## src/pkg/mtc_pkg.sv

```systemverilog
// package for the multimode 16-bit timer/counter: map, fields, encodings, timing
package mtc_pkg;
	localparam int ADDR_W = 8;                  // register bus address width
	localparam int DATA_W = 32;                 // register bus data width
	localparam int CNT_W  = 16;                 // counter, period and capture width
	// register byte offsets
	localparam logic [ADDR_W-1:0] OFF_CTRL   = 8'h00;
	localparam logic [ADDR_W-1:0] OFF_PERIOD = 8'h04;
	localparam logic [ADDR_W-1:0] OFF_CAPT   = 8'h08;
	localparam logic [ADDR_W-1:0] OFF_COUNT  = 8'h0C;
	localparam logic [ADDR_W-1:0] OFF_STAT   = 8'h10;
	// operating modes
	typedef enum logic [2:0] {
		MODE_TIMER,
		MODE_EXT_TRIG,
		MODE_EVENT,
		MODE_WINDOW,
		MODE_PULSE_WIDTH
	} mtc_mode_t;
	// control register layout, lsb last
	typedef struct packed {
		logic [19:0] rsvd;                      // reads zero
		logic        low_speed_mode;            // bit 11
		logic        prescaler_divider_select;  // bit 10
		logic        auto_capture_enable;       // bit 9
		logic        capture_edge_mode;         // bit 8, 1 = single edge
		logic        trigger_stop_select;       // bit 7
		mtc_mode_t   mode;                      // bits 6:4
		logic [1:0]  source_clock_select;       // bits 3:2
		logic [1:0]  start_control;             // bits 1:0
	} mtc_ctrl_t;
	localparam logic [11:0] CTRL_WMASK = 12'hFFF;  // writable control bits
	localparam logic [DATA_W-1:0] CTRL_RST = 32'h0000_0000;
	localparam logic [CNT_W-1:0] PERIOD_RST = 16'hFFFF;
	localparam logic [CNT_W-1:0] CNT_ONE = 16'h0001;
	// start control encodings
	localparam logic [1:0] START_STOP    = 2'h0;
	localparam logic [1:0] START_CMD     = 2'h1;
	localparam logic [1:0] START_RISING  = 2'h2;
	localparam logic [1:0] START_FALLING = 2'h3;
	// source clock select encodings and divider exponents of the system and low-frequency clocks
	localparam logic [1:0] CLK_SEL_SLOW = 2'h0;
	localparam logic [1:0] CLK_SEL_MID  = 2'h1;
	localparam logic [1:0] CLK_SEL_FAST = 2'h2;
	localparam int DIV_EXP_SLOW = 11;           // system clock / 2^11
	localparam int DIV_EXP_MID  = 7;            // system clock / 2^7
	localparam int DIV_EXP_FAST = 3;            // system clock / 2^3
	localparam int FS_DIV_EXP   = 3;            // low-frequency clock / 2^3
	// input noise filter, in system clock cycles
	localparam int NOISE_REJECT_CYC = 4;
	localparam int NOISE_PASS_CYC   = 12;
	localparam logic [3:0] FILT_CYC = 4'((NOISE_REJECT_CYC + NOISE_PASS_CYC) / 2);
	// status bit positions
	localparam int STAT_RUN_BIT = 0;
	localparam int STAT_ARM_BIT = 1;
	localparam int STAT_PIN_BIT = 2;
	// bus responses
	localparam logic [1:0] RESP_OKAY   = 2'h0;
	localparam logic [1:0] RESP_SLVERR = 2'h2;
endpackage

```

## src/rtl/mtc_timer.sv

```systemverilog
// multimode 16-bit timer/counter with axi4-lite register slave
//
// The implementer's own choices: the register offsets and the AXI4-Lite interface to the registers.
`timescale 1ns/1ps
// Behaviour
// - timer mode: count ticks, match interrupts, clears
// - auto-capture copies counter every source edge in timer, event and window modes
// - auto-capture updates only while enabled and running
// - clock select gives three dividers, slow-only low
// - external trigger: idle until selected edge or start command
// - stop-select one: opposite edge halts, no interrupt
// - stop-select zero: match halts, edges ignored
// - filter rejects short pulses, off in low-speed
// - event mode counts selected input edges
// - event match checked on opposite edge
// - window mode counts ticks gated by input
// - single capture: opposite edge captures, halts
// - double capture: both edges capture, trigger clears
// - after single capture counter holds at one
// - period takes effect after upper byte written
// - start encodings: stop, command, rising, falling
// - stop power mode forces start field to stop
module mtc_timer
	import mtc_pkg::*;
(
	input  wire logic              CLK_I,
	input  wire logic              RST_N_I,
	input  wire logic              TIMER_INPUT_PIN_I,
	input  wire logic              LOW_FREQ_CLOCK_I,
	input  wire logic              STOP_MODE_I,
	output logic                   TIMER_MATCH_INTERRUPT_O,
	input  wire logic [ADDR_W-1:0] S_AXI_AWADDR_I,
	input  wire logic              S_AXI_AWVALID_I,
	output logic                   S_AXI_AWREADY_O,
	input  wire logic [DATA_W-1:0] S_AXI_WDATA_I,
	input  wire logic [3:0]        S_AXI_WSTRB_I,
	input  wire logic              S_AXI_WVALID_I,
	output logic                   S_AXI_WREADY_O,
	output logic [1:0]             S_AXI_BRESP_O,
	output logic                   S_AXI_BVALID_O,
	input  wire logic              S_AXI_BREADY_I,
	input  wire logic [ADDR_W-1:0] S_AXI_ARADDR_I,
	input  wire logic              S_AXI_ARVALID_I,
	output logic                   S_AXI_ARREADY_O,
	output logic [DATA_W-1:0]      S_AXI_RDATA_O,
	output logic [1:0]             S_AXI_RRESP_O,
	output logic                   S_AXI_RVALID_O,
	input  wire logic              S_AXI_RREADY_I
);

	mtc_ctrl_t             ctrl_q;         // control register
	logic [CNT_W-1:0]      period_q;       // active period compare value
	logic [CNT_W-1:0]      period_buf_q;   // staged value from the bus
	logic                  period_arm_q;   // upper byte written, load pending
	logic [CNT_W-1:0]      cnt_q;          // up-counter
	logic [CNT_W-1:0]      cnt_d;
	logic [CNT_W-1:0]      cap_q;          // capture register
	logic [CNT_W-1:0]      cap_d;
	logic                  run_q;          // counter running
	logic                  run_d;
	logic                  irq_q;          // interrupt pulse
	logic                  irq_d;
	logic [DIV_EXP_SLOW-1:0] pre_q;        // free running prescaler
	logic [FS_DIV_EXP-1:0] fs_div_q;       // low-frequency divider
	logic                  fs_s1_q;        // low-frequency clock synchroniser
	logic                  fs_s2_q;
	logic                  fs_d_q;         // delayed for edge detect
	logic                  pin_s1_q;       // input pin synchroniser
	logic                  pin_s2_q;
	logic                  pin_f_q;        // filtered input level
	logic                  pin_d_q;        // filtered level one cycle ago
	logic [3:0]            filt_q;         // filter stability count
	// bus state
	logic                  aw_got_q;
	logic                  w_got_q;
	logic [ADDR_W-1:0]     awaddr_q;
	logic [DATA_W-1:0]     wdata_q;
	logic [3:0]            wstrb_q;
	logic                  bvalid_q;
	logic [1:0]            bresp_q;
	logic                  rvalid_q;
	logic [DATA_W-1:0]     rdata_q;
	logic [1:0]            rresp_q;

	// decoded strobes and events
	wire logic fs_rise     = fs_s2_q & ~fs_d_q;
	wire logic fs_tick     = fs_rise & (&fs_div_q);
	wire logic use_fs      = ctrl_q.low_speed_mode | ctrl_q.prescaler_divider_select;
	wire logic sel_slow    = ctrl_q.source_clock_select == CLK_SEL_SLOW;
	wire logic sel_mid     = ctrl_q.source_clock_select == CLK_SEL_MID;
	wire logic sel_fast    = ctrl_q.source_clock_select == CLK_SEL_FAST;
	// low-speed mode only offers the slow selection; the reserved code never ticks
	wire logic fc_tick     = (sel_slow & (&pre_q))
	                       | (sel_mid & (&pre_q[DIV_EXP_MID-1:0]))
	                       | (sel_fast & (&pre_q[DIV_EXP_FAST-1:0]));
	wire logic src_tick    = use_fs ? (sel_slow & fs_tick) : fc_tick;
	wire logic pin_rise    = pin_f_q & ~pin_d_q;
	wire logic pin_fall    = ~pin_f_q & pin_d_q;
	wire logic start_off   = ctrl_q.start_control == START_STOP;
	wire logic start_cmd   = ctrl_q.start_control == START_CMD;
	wire logic edge_rising = ctrl_q.start_control == START_RISING;
	wire logic trig_edge   = edge_rising ? pin_rise : pin_fall;
	wire logic opp_edge    = edge_rising ? pin_fall : pin_rise;
	// window gate: positive logic on rising code, negative on falling code
	wire logic win_open    = edge_rising ? pin_f_q : ~pin_f_q;
	wire logic match       = cnt_q == period_q;
	wire logic [CNT_W-1:0] cnt_inc = cnt_q + CNT_ONE;
	// source edge of the counter: input edge in event mode, tick otherwise
	wire logic src_edge    = (ctrl_q.mode == MODE_EVENT) ? trig_edge : src_tick;
	wire logic acap_mode   = (ctrl_q.mode == MODE_TIMER) | (ctrl_q.mode == MODE_EVENT)
	                       | (ctrl_q.mode == MODE_WINDOW);
	// bus decode
	wire logic wr_fire     = aw_got_q & w_got_q & ~bvalid_q;
	wire logic wr_ctrl     = wr_fire & (awaddr_q == OFF_CTRL);
	wire logic wr_period   = wr_fire & (awaddr_q == OFF_PERIOD);
	wire logic wr_ro       = (awaddr_q == OFF_CAPT) | (awaddr_q == OFF_COUNT)
	                       | (awaddr_q == OFF_STAT);
	wire logic wr_ok       = (awaddr_q == OFF_CTRL) | (awaddr_q == OFF_PERIOD) | wr_ro;
	wire logic rd_fire     = S_AXI_ARVALID_I & ~rvalid_q;
	wire logic [DATA_W-1:0] stat_word = DATA_W'({pin_f_q, period_arm_q, run_q});
	wire logic rd_hit      = (S_AXI_ARADDR_I == OFF_CTRL) | (S_AXI_ARADDR_I == OFF_PERIOD)
	                       | (S_AXI_ARADDR_I == OFF_CAPT) | (S_AXI_ARADDR_I == OFF_COUNT)
	                       | (S_AXI_ARADDR_I == OFF_STAT);
	wire logic [DATA_W-1:0] rd_word =
		(S_AXI_ARADDR_I == OFF_CTRL)   ? DATA_W'(ctrl_q) :
		(S_AXI_ARADDR_I == OFF_PERIOD) ? DATA_W'(period_q) :
		(S_AXI_ARADDR_I == OFF_CAPT)   ? DATA_W'(cap_q) :
		(S_AXI_ARADDR_I == OFF_COUNT)  ? DATA_W'(cnt_q) :
		(S_AXI_ARADDR_I == OFF_STAT)   ? stat_word : '0;

	// prescaler and low-frequency divider
	always_ff @(posedge CLK_I) begin
		if (!RST_N_I) begin
			pre_q    <= '0;
			fs_div_q <= '0;
		end else begin
			pre_q <= pre_q + 1'b1;
			if (fs_rise) begin
				fs_div_q <= fs_div_q + 1'b1;
			end
		end
	end

	// synchronisers: first stages feed only the second stages
	always_ff @(posedge CLK_I) begin
		if (!RST_N_I) begin
			fs_s1_q  <= 1'b0;
			fs_s2_q  <= 1'b0;
			fs_d_q   <= 1'b0;
			pin_s1_q <= 1'b0;
			pin_s2_q <= 1'b0;
		end else begin
			fs_s1_q  <= LOW_FREQ_CLOCK_I;
			fs_s2_q  <= fs_s1_q;
			fs_d_q   <= fs_s2_q;
			pin_s1_q <= TIMER_INPUT_PIN_I;
			pin_s2_q <= pin_s1_q;
		end
	end

	// noise filter: a level must persist FILT_CYC cycles to be taken
	always_ff @(posedge CLK_I) begin
		if (!RST_N_I) begin
			pin_f_q <= 1'b0;
			pin_d_q <= 1'b0;
			filt_q  <= '0;
		end else begin
			pin_d_q <= pin_f_q;
			if (ctrl_q.low_speed_mode) begin
				pin_f_q <= pin_s2_q;
				filt_q  <= '0;
			end else if (pin_s2_q != pin_f_q) begin
				// short glitches restart the count and never reach the output
				if (filt_q == FILT_CYC - 4'h1) begin
					pin_f_q <= pin_s2_q;
					filt_q  <= '0;
				end else begin
					filt_q <= filt_q + 4'h1;
				end
			end else begin
				filt_q <= '0;
			end
		end
	end

	// counter behaviour per mode
	always_comb begin
		cnt_d = cnt_q;
		run_d = run_q;
		cap_d = cap_q;
		irq_d = 1'b0;
		if (start_off) begin
			// stop code clears the counter and drops the run flag
			cnt_d = '0;
			run_d = 1'b0;
		end else begin
			unique case (ctrl_q.mode)
				MODE_TIMER: begin
					if (start_cmd | trig_edge) begin
						run_d = 1'b1;
					end
					if (run_q & src_tick) begin
						if (match) begin
							cnt_d = '0;
							irq_d = 1'b1;
						end else begin
							cnt_d = cnt_inc;
						end
					end
				end
				MODE_EXT_TRIG: begin
					if (!run_q) begin
						// idle until trigger; trigger while running is ignored
						run_d = trig_edge | start_cmd;
					end else if (ctrl_q.trigger_stop_select & opp_edge) begin
						cnt_d = '0;
						run_d = 1'b0;
					end else if (src_tick) begin
						if (match) begin
							cnt_d = '0;
							run_d = 1'b0;
							irq_d = 1'b1;
						end else begin
							cnt_d = cnt_inc;
						end
					end
				end
				MODE_EVENT: begin
					run_d = 1'b1;
					if (trig_edge) begin
						cnt_d = cnt_inc;
					end else if (opp_edge & match) begin
						cnt_d = '0;
						irq_d = 1'b1;
					end
				end
				MODE_WINDOW: begin
					run_d = 1'b1;
					if (src_tick & win_open) begin
						if (match) begin
							cnt_d = '0;
							irq_d = 1'b1;
						end else begin
							cnt_d = cnt_inc;
						end
					end
				end
				MODE_PULSE_WIDTH: begin
					if (!run_q) begin
						// counter holds its value (one after a single capture)
						run_d = trig_edge;
					end else if (opp_edge) begin
						cap_d = cnt_q;
						irq_d = 1'b1;
						if (ctrl_q.capture_edge_mode) begin
							cnt_d = CNT_ONE;
							run_d = 1'b0;
						end
					end else if (trig_edge) begin
						cap_d = cnt_q;
						irq_d = 1'b1;
						cnt_d = '0;
					end else if (src_tick) begin
						cnt_d = cnt_inc;
					end
				end
				default: begin
					run_d = 1'b0;
				end
			endcase
			// auto-capture follows the running counter on every source edge in timer, event and window modes
			if (ctrl_q.auto_capture_enable & acap_mode & run_q & src_edge) begin
				cap_d = cnt_q;
			end
		end
	end

	// counter, capture and interrupt registers
	always_ff @(posedge CLK_I) begin
		if (!RST_N_I) begin
			cnt_q <= '0;
			cap_q <= '0;
			run_q <= 1'b0;
			irq_q <= 1'b0;
		end else begin
			cnt_q <= cnt_d;
			cap_q <= cap_d;
			run_q <= run_d;
			irq_q <= irq_d;
		end
	end

	// control and period registers; period loads on the source edge after arming
	always_ff @(posedge CLK_I) begin
		if (!RST_N_I) begin
			ctrl_q       <= mtc_ctrl_t'(CTRL_RST);
			period_q     <= PERIOD_RST;
			period_buf_q <= PERIOD_RST;
			period_arm_q <= 1'b0;
		end else begin
			if (wr_ctrl) begin
				ctrl_q <= mtc_ctrl_t'(DATA_W'(wdata_q[11:0] & CTRL_WMASK));
			end
			// stop power mode overrides the start field of a bus write in the same cycle
			if (STOP_MODE_I) begin
				ctrl_q.start_control <= START_STOP;
			end
			if (wr_period & wstrb_q[0]) begin
				period_buf_q[7:0] <= wdata_q[7:0];
			end
			if (wr_period & wstrb_q[1]) begin
				period_buf_q[15:8] <= wdata_q[15:8];
				period_arm_q       <= 1'b1;
			end else if (period_arm_q & src_edge) begin
				period_q     <= period_buf_q;
				period_arm_q <= 1'b0;
			end
		end
	end

	// write channel: address and data taken in either order, then one response
	always_ff @(posedge CLK_I) begin
		if (!RST_N_I) begin
			aw_got_q <= 1'b0;
			w_got_q  <= 1'b0;
			awaddr_q <= '0;
			wdata_q  <= '0;
			wstrb_q  <= '0;
			bvalid_q <= 1'b0;
			bresp_q  <= RESP_OKAY;
		end else begin
			if (S_AXI_AWVALID_I & S_AXI_AWREADY_O) begin
				aw_got_q <= 1'b1;
				awaddr_q <= S_AXI_AWADDR_I;
			end
			if (S_AXI_WVALID_I & S_AXI_WREADY_O) begin
				w_got_q <= 1'b1;
				wdata_q <= S_AXI_WDATA_I;
				wstrb_q <= S_AXI_WSTRB_I;
			end
			if (wr_fire) begin
				aw_got_q <= 1'b0;
				w_got_q  <= 1'b0;
				bvalid_q <= 1'b1;
				bresp_q  <= wr_ok ? RESP_OKAY : RESP_SLVERR;
			end else if (bvalid_q & S_AXI_BREADY_I) begin
				bvalid_q <= 1'b0;
			end
		end
	end

	// read channel: one cycle from address to data
	always_ff @(posedge CLK_I) begin
		if (!RST_N_I) begin
			rvalid_q <= 1'b0;
			rdata_q  <= '0;
			rresp_q  <= RESP_OKAY;
		end else if (rd_fire) begin
			rvalid_q <= 1'b1;
			rdata_q  <= rd_word;
			rresp_q  <= rd_hit ? RESP_OKAY : RESP_SLVERR;
		end else if (rvalid_q & S_AXI_RREADY_I) begin
			rvalid_q <= 1'b0;
		end
	end

	// outputs
	assign S_AXI_AWREADY_O         = ~aw_got_q & ~bvalid_q;
	assign S_AXI_WREADY_O          = ~w_got_q & ~bvalid_q;
	assign S_AXI_BVALID_O          = bvalid_q;
	assign S_AXI_BRESP_O           = bresp_q;
	assign S_AXI_ARREADY_O         = ~rvalid_q;
	assign S_AXI_RVALID_O          = rvalid_q;
	assign S_AXI_RDATA_O           = rdata_q;
	assign S_AXI_RRESP_O           = rresp_q;
	assign TIMER_MATCH_INTERRUPT_O = irq_q;

endmodule

```

## config.mk

```make
export PLATFORM = sky130hd
export DESIGN_NAME = mtc_timer
export DESIGN_NICKNAME = d
export VERILOG_FILES = /design/src/pkg/mtc_pkg.sv /design/src/rtl/mtc_timer.sv
export SDC_FILE = /design/constraint.sdc
export NUM_CORES = 1
export LEC_CHECK = 0
export ABC_AREA = 1
export BUFFER_PORTS_ARGS = -buffer_cell sky130_fd_sc_hd__clkbuf_2
export CAP_MARGIN = 20
export CORE_ASPECT_RATIO = 1.1
export CORE_MARGIN = 2
export CORE_UTILIZATION = 35
export CTS_CLUSTER_DIAMETER = 60
export DETAILED_ROUTE_END_ITERATION = 12
export PLACE_DENSITY_LB_ADDON = 0.25
export SLEW_MARGIN = 40
export SYNTH_ARGS = -nofsm -noshare
export SYNTH_HDL_FRONTEND = slang
export SYNTH_SLANG_ARGS = --single-unit
```

## constraint.sdc

```tcl
create_clock -name CLK_I -period 1.9 [get_ports CLK_I]
set_input_delay 0.38 -clock CLK_I [delete_from_list [all_inputs] [get_ports CLK_I]]
set_output_delay 0.38 -clock CLK_I [all_outputs]
set_load 0.01 [all_outputs]
```

==> impl_metrics.py <==
metrics = {
    "synth": {
        "synth-async-reset-ratio": 0,
        "synth-seq-cells": 152,
        "synth-edff-count": 0,
        "synth_top_area_share": 0.413,
        "synthTopCellsByCount": "231 x nand2_1, 152 x dfxtp_1, 124 x nor2_1",
        "yosysWarnings": 0,
        "synthFlopType": "dfxtp_1",
        "synth_cell_types": 48,
        "syn_inst": 1051,
        "ys_seq_area_frac": 0.413,
        "syn_area_um2": 7370,
        "synth.avg_cell_area_um2": 7.01,
        "synth.most_common_cell": "nand2_1",
        "synth_largest_area_cell": "dfxtp_1",
        "synthTopCellsByArea": "dfxtp_1 41%, nand2_1 12%, nor2_1 6.3%, a21oi_1 6.0%, o21ai_0 5.4%",
    },
    "die": {
        "placementRows": 55,
        "ios": 104,
        "start_util": 0.357,
        "core_um2": 20600,
        "die_area_um2": 22200,
        "die_y_um": 156,
        "die_x_um": 142,
    },
    "detailed_routing": {
        "num_vias": 7000,
        "drtIter0Drc": 490,
        "first_pass_iters": 5,
        "vias_per_cell": 4.79,
        "wl_per_cell_um": 13.8,
        "drc": 0,
        "drt-total-wl_um": 20100,
        "postRouteAntennaNets": 0,
    },
    "sta": {
        "tightest_slew_ns": 0.628,
        "rsz0062_at_grt": "true",
        "min_period_ns": 1.95,
        "finClkSkew_ns": 0.0121,
        "fin_ws_ns": -0.0541,
        "slew_violations": 0,
        "period_share": 1.03,
        "whs_ns": 0.127,
        "setup_viol": 15,
        "fmax_mhz": 512,
        "hold_violations": 0,
        "max_slew_margin": 0.580,
    },
    "power_and_ir_drop": {
        "powerDensity_nw_per_um2": 774,
        "peakVddDrop_v": 0.000585,
        "leakage_uw": 0.00411,
        "power_uw": 7180,
    },
    "run": {
        "cap_violations": 0,
    },
    "layout": {
        "diodes": 0,
        "nNetsFinal": 1261,
        "fill_cells": 2136,
        "area_growth_pct": 26.0,
        "drive_gt1_frac": 0.233,
        "fin_area_um2": 9290,
        "seq_area_um2": 3050,
        "fin_cells": 1462,
        "multi_input_area_um2": 3750,
    },
    "worst_setup_path": {
        "cp-start-kind": "flip-flop",
        "worst_ep_arrival_time_ns": 2.27,
        "cp_max_fo": 5,
        "r2r_slack_ns": -0.05,
        "cp-startpoint": "pre_q[0]$_SDFF_PN0_",
        "cp.required_ns": 2.22,
        "crit_path_end_kind": "flip-flop",
        "path_class": "reg2reg",
        "rr_startpoint": "pre_q[0]$_SDFF_PN0_",
    },
    "clocking": {
        "cts_tree": "built",
        "clock_latency_ns": 0.43,
        "postCtsHoldBufs": 0,
        "clock_path_buffers": 2,
        "cts_buffers": 17,
        "clkTransAtPathRegs_ns": 0.07,
        "cts-root-buf": "clkbuf_16",
        "cts_sinks": 152,
        "cts_max_level": 4,
    },
    "min_path": {
        "hold_start": "LOW_FREQ_CLOCK_I",
        "hold_path_class": "in2reg",
    },
    "grt": {
        "grt_start_max_net_pins": 97,
        "globalRouteTotalUtil": 0.186,
        "grt_pass1_vias": 6508,
        "overflow": 0,
        "grt_pass1_wl_um": 32700,
        "antenna_found_initial": 0,
    },
    "run_status": {
        "status": "complete, but fails checks",
        "violations": "setup timing",
    },
    "placed_design": {
        "dp_cells": 1421,
        "post_dp_cell_area_um2": 8500,
        "gp_congestion": 0.886,
        "dp_hpwl_um": 14900,
        "port_buffers": 67,
    },
}
[cell type report]
type                            instances  area share
Clock buffer                           18      0.0462
Sequential cell                       152       0.329
Inverter                              120      0.0485
Multi-Input combinational cell        738       0.404
Tap cell                              256      0.0345
Clock inverter                         14      0.0148
Timing Repair Buffer                  164       0.123
[timing repair]
item / in CTS / in global routing
setup endpoints to repair: 48 / 52
buffers inserted: 7 / 2
gates resized for setup: 23 / 16
pin swaps: 15 / 8
[critical path: stages, from the launching register on]
cell and delay [ns]:
dfxtp_2 0.35, ha_4 0.16, ha_4 0.12, nand3_2 0.07
nand3_2 0.06, inv_2 0.03, nand3_2 0.08, nand2_4 0.09
buf_12 0.15, o21ai_4 0.17, nand3_4 0.12, nor2_8 0.11
nor2_1 0.04, buf_4 0.17, nand2_1 0.06, nand2_1 0.05
[through the flow]
step | TNS, ns | util | setup slack [ns]
finish | -0.484 | 0.450 | -0.0541
global route | -4.37 | 0.450 | -0.156
CTS | -0.931 | 0.447 | -0.103
detailed placement | -3.32 | 0.412 | -0.161
global placement | -2.22 | 0.412 | -0.121
floorplan | 0 | - | 0.0584
[metal layers]
metal	wire [µm]	vias up	GRT usage	part of all wire
li1	-	3669	-	-
met1	9500	3156	0.241	0.47
met2	9400	144	0.311	0.47
met3	794	31	0.0322	0.039
met4	429	0	0.0693	0.021
met5	0	-	0	0
[kinds of logic (layout without fill, tap and decap cells)]
kind of cell / after synthesis / after routing / synth area share
AO/OA/AOI/OAI: 215 / 215 / 0.166
XOR/XNOR: 16 / 16 / 0.0200
adder cells (fa/ha/maj): 6 / 6 / 0.0102
buffers and inverters: 178 / 316 / 0.105
flip-flops: 152 / 152 / 0.413
other: 1 / 18 / 0.000509
AND/OR/NAND/NOR: 483 / 483 / 0.285
[cells in the final DEF (no fill, tap or decap), types with 3 or more instances in the layout]
cell,Yosys,routed
clkinvlp_4,0,3
inv_1,99,95
conb_1,1,18
o221ai_1,3,3
xor2_1,5,5
inv_6,0,4
nand2_2,12,13
dfxtp_2,0,6
nor2_1,124,121
nand3_1,68,63
nand4_1,6,6
nand2_4,0,3
nand2_1,231,227
a31oi_1,3,3
clkbuf_16,0,17
nor2_4,5,7
inv_2,20,24
nor2_2,3,4
buf_4,21,90
nand3_2,1,6
ha_4,0,4
o21ai_0,80,80
nor3_1,22,22
buf_12,0,6
clkbuf_2,0,66
o21ai_4,3,3
xnor2_1,10,10
o211ai_1,20,20
nor3_2,4,4
a21oi_2,3,5
a21oi_1,88,86
dfxtp_1,152,146
[final timing paths]
path                           endpoint  cells past startpoint
hold / removal       fs_s1_q$_SDFF_PN0_                      3
hold reg to reg     pin_s2_q$_SDFF_PN0_                      2
setup / recovery  cnt_q[0]$_SDFFE_PP0P_                     15
setup reg to reg  cnt_q[0]$_SDFFE_PP0P_                     15
[state kept, by name (all words and copies together) (netlist names), 2 cells and up]
register       count
S_AXI_RDATA_O     16
cap_q             16
cnt_q             16
period_buf_q      16
period_q          16
wdata_q           16
ctrl_q            12
pre_q             11
awaddr_q           8
filt_q             4
fs_div_q           3
wstrb_q            2
[power breakdown]
part	total (µW)	internal, µW	switching, µW
clock network	3330	1830	1490
registers	3330	3280	54.8
logic	529	196	333
Power figures use the tool's default switching activity.
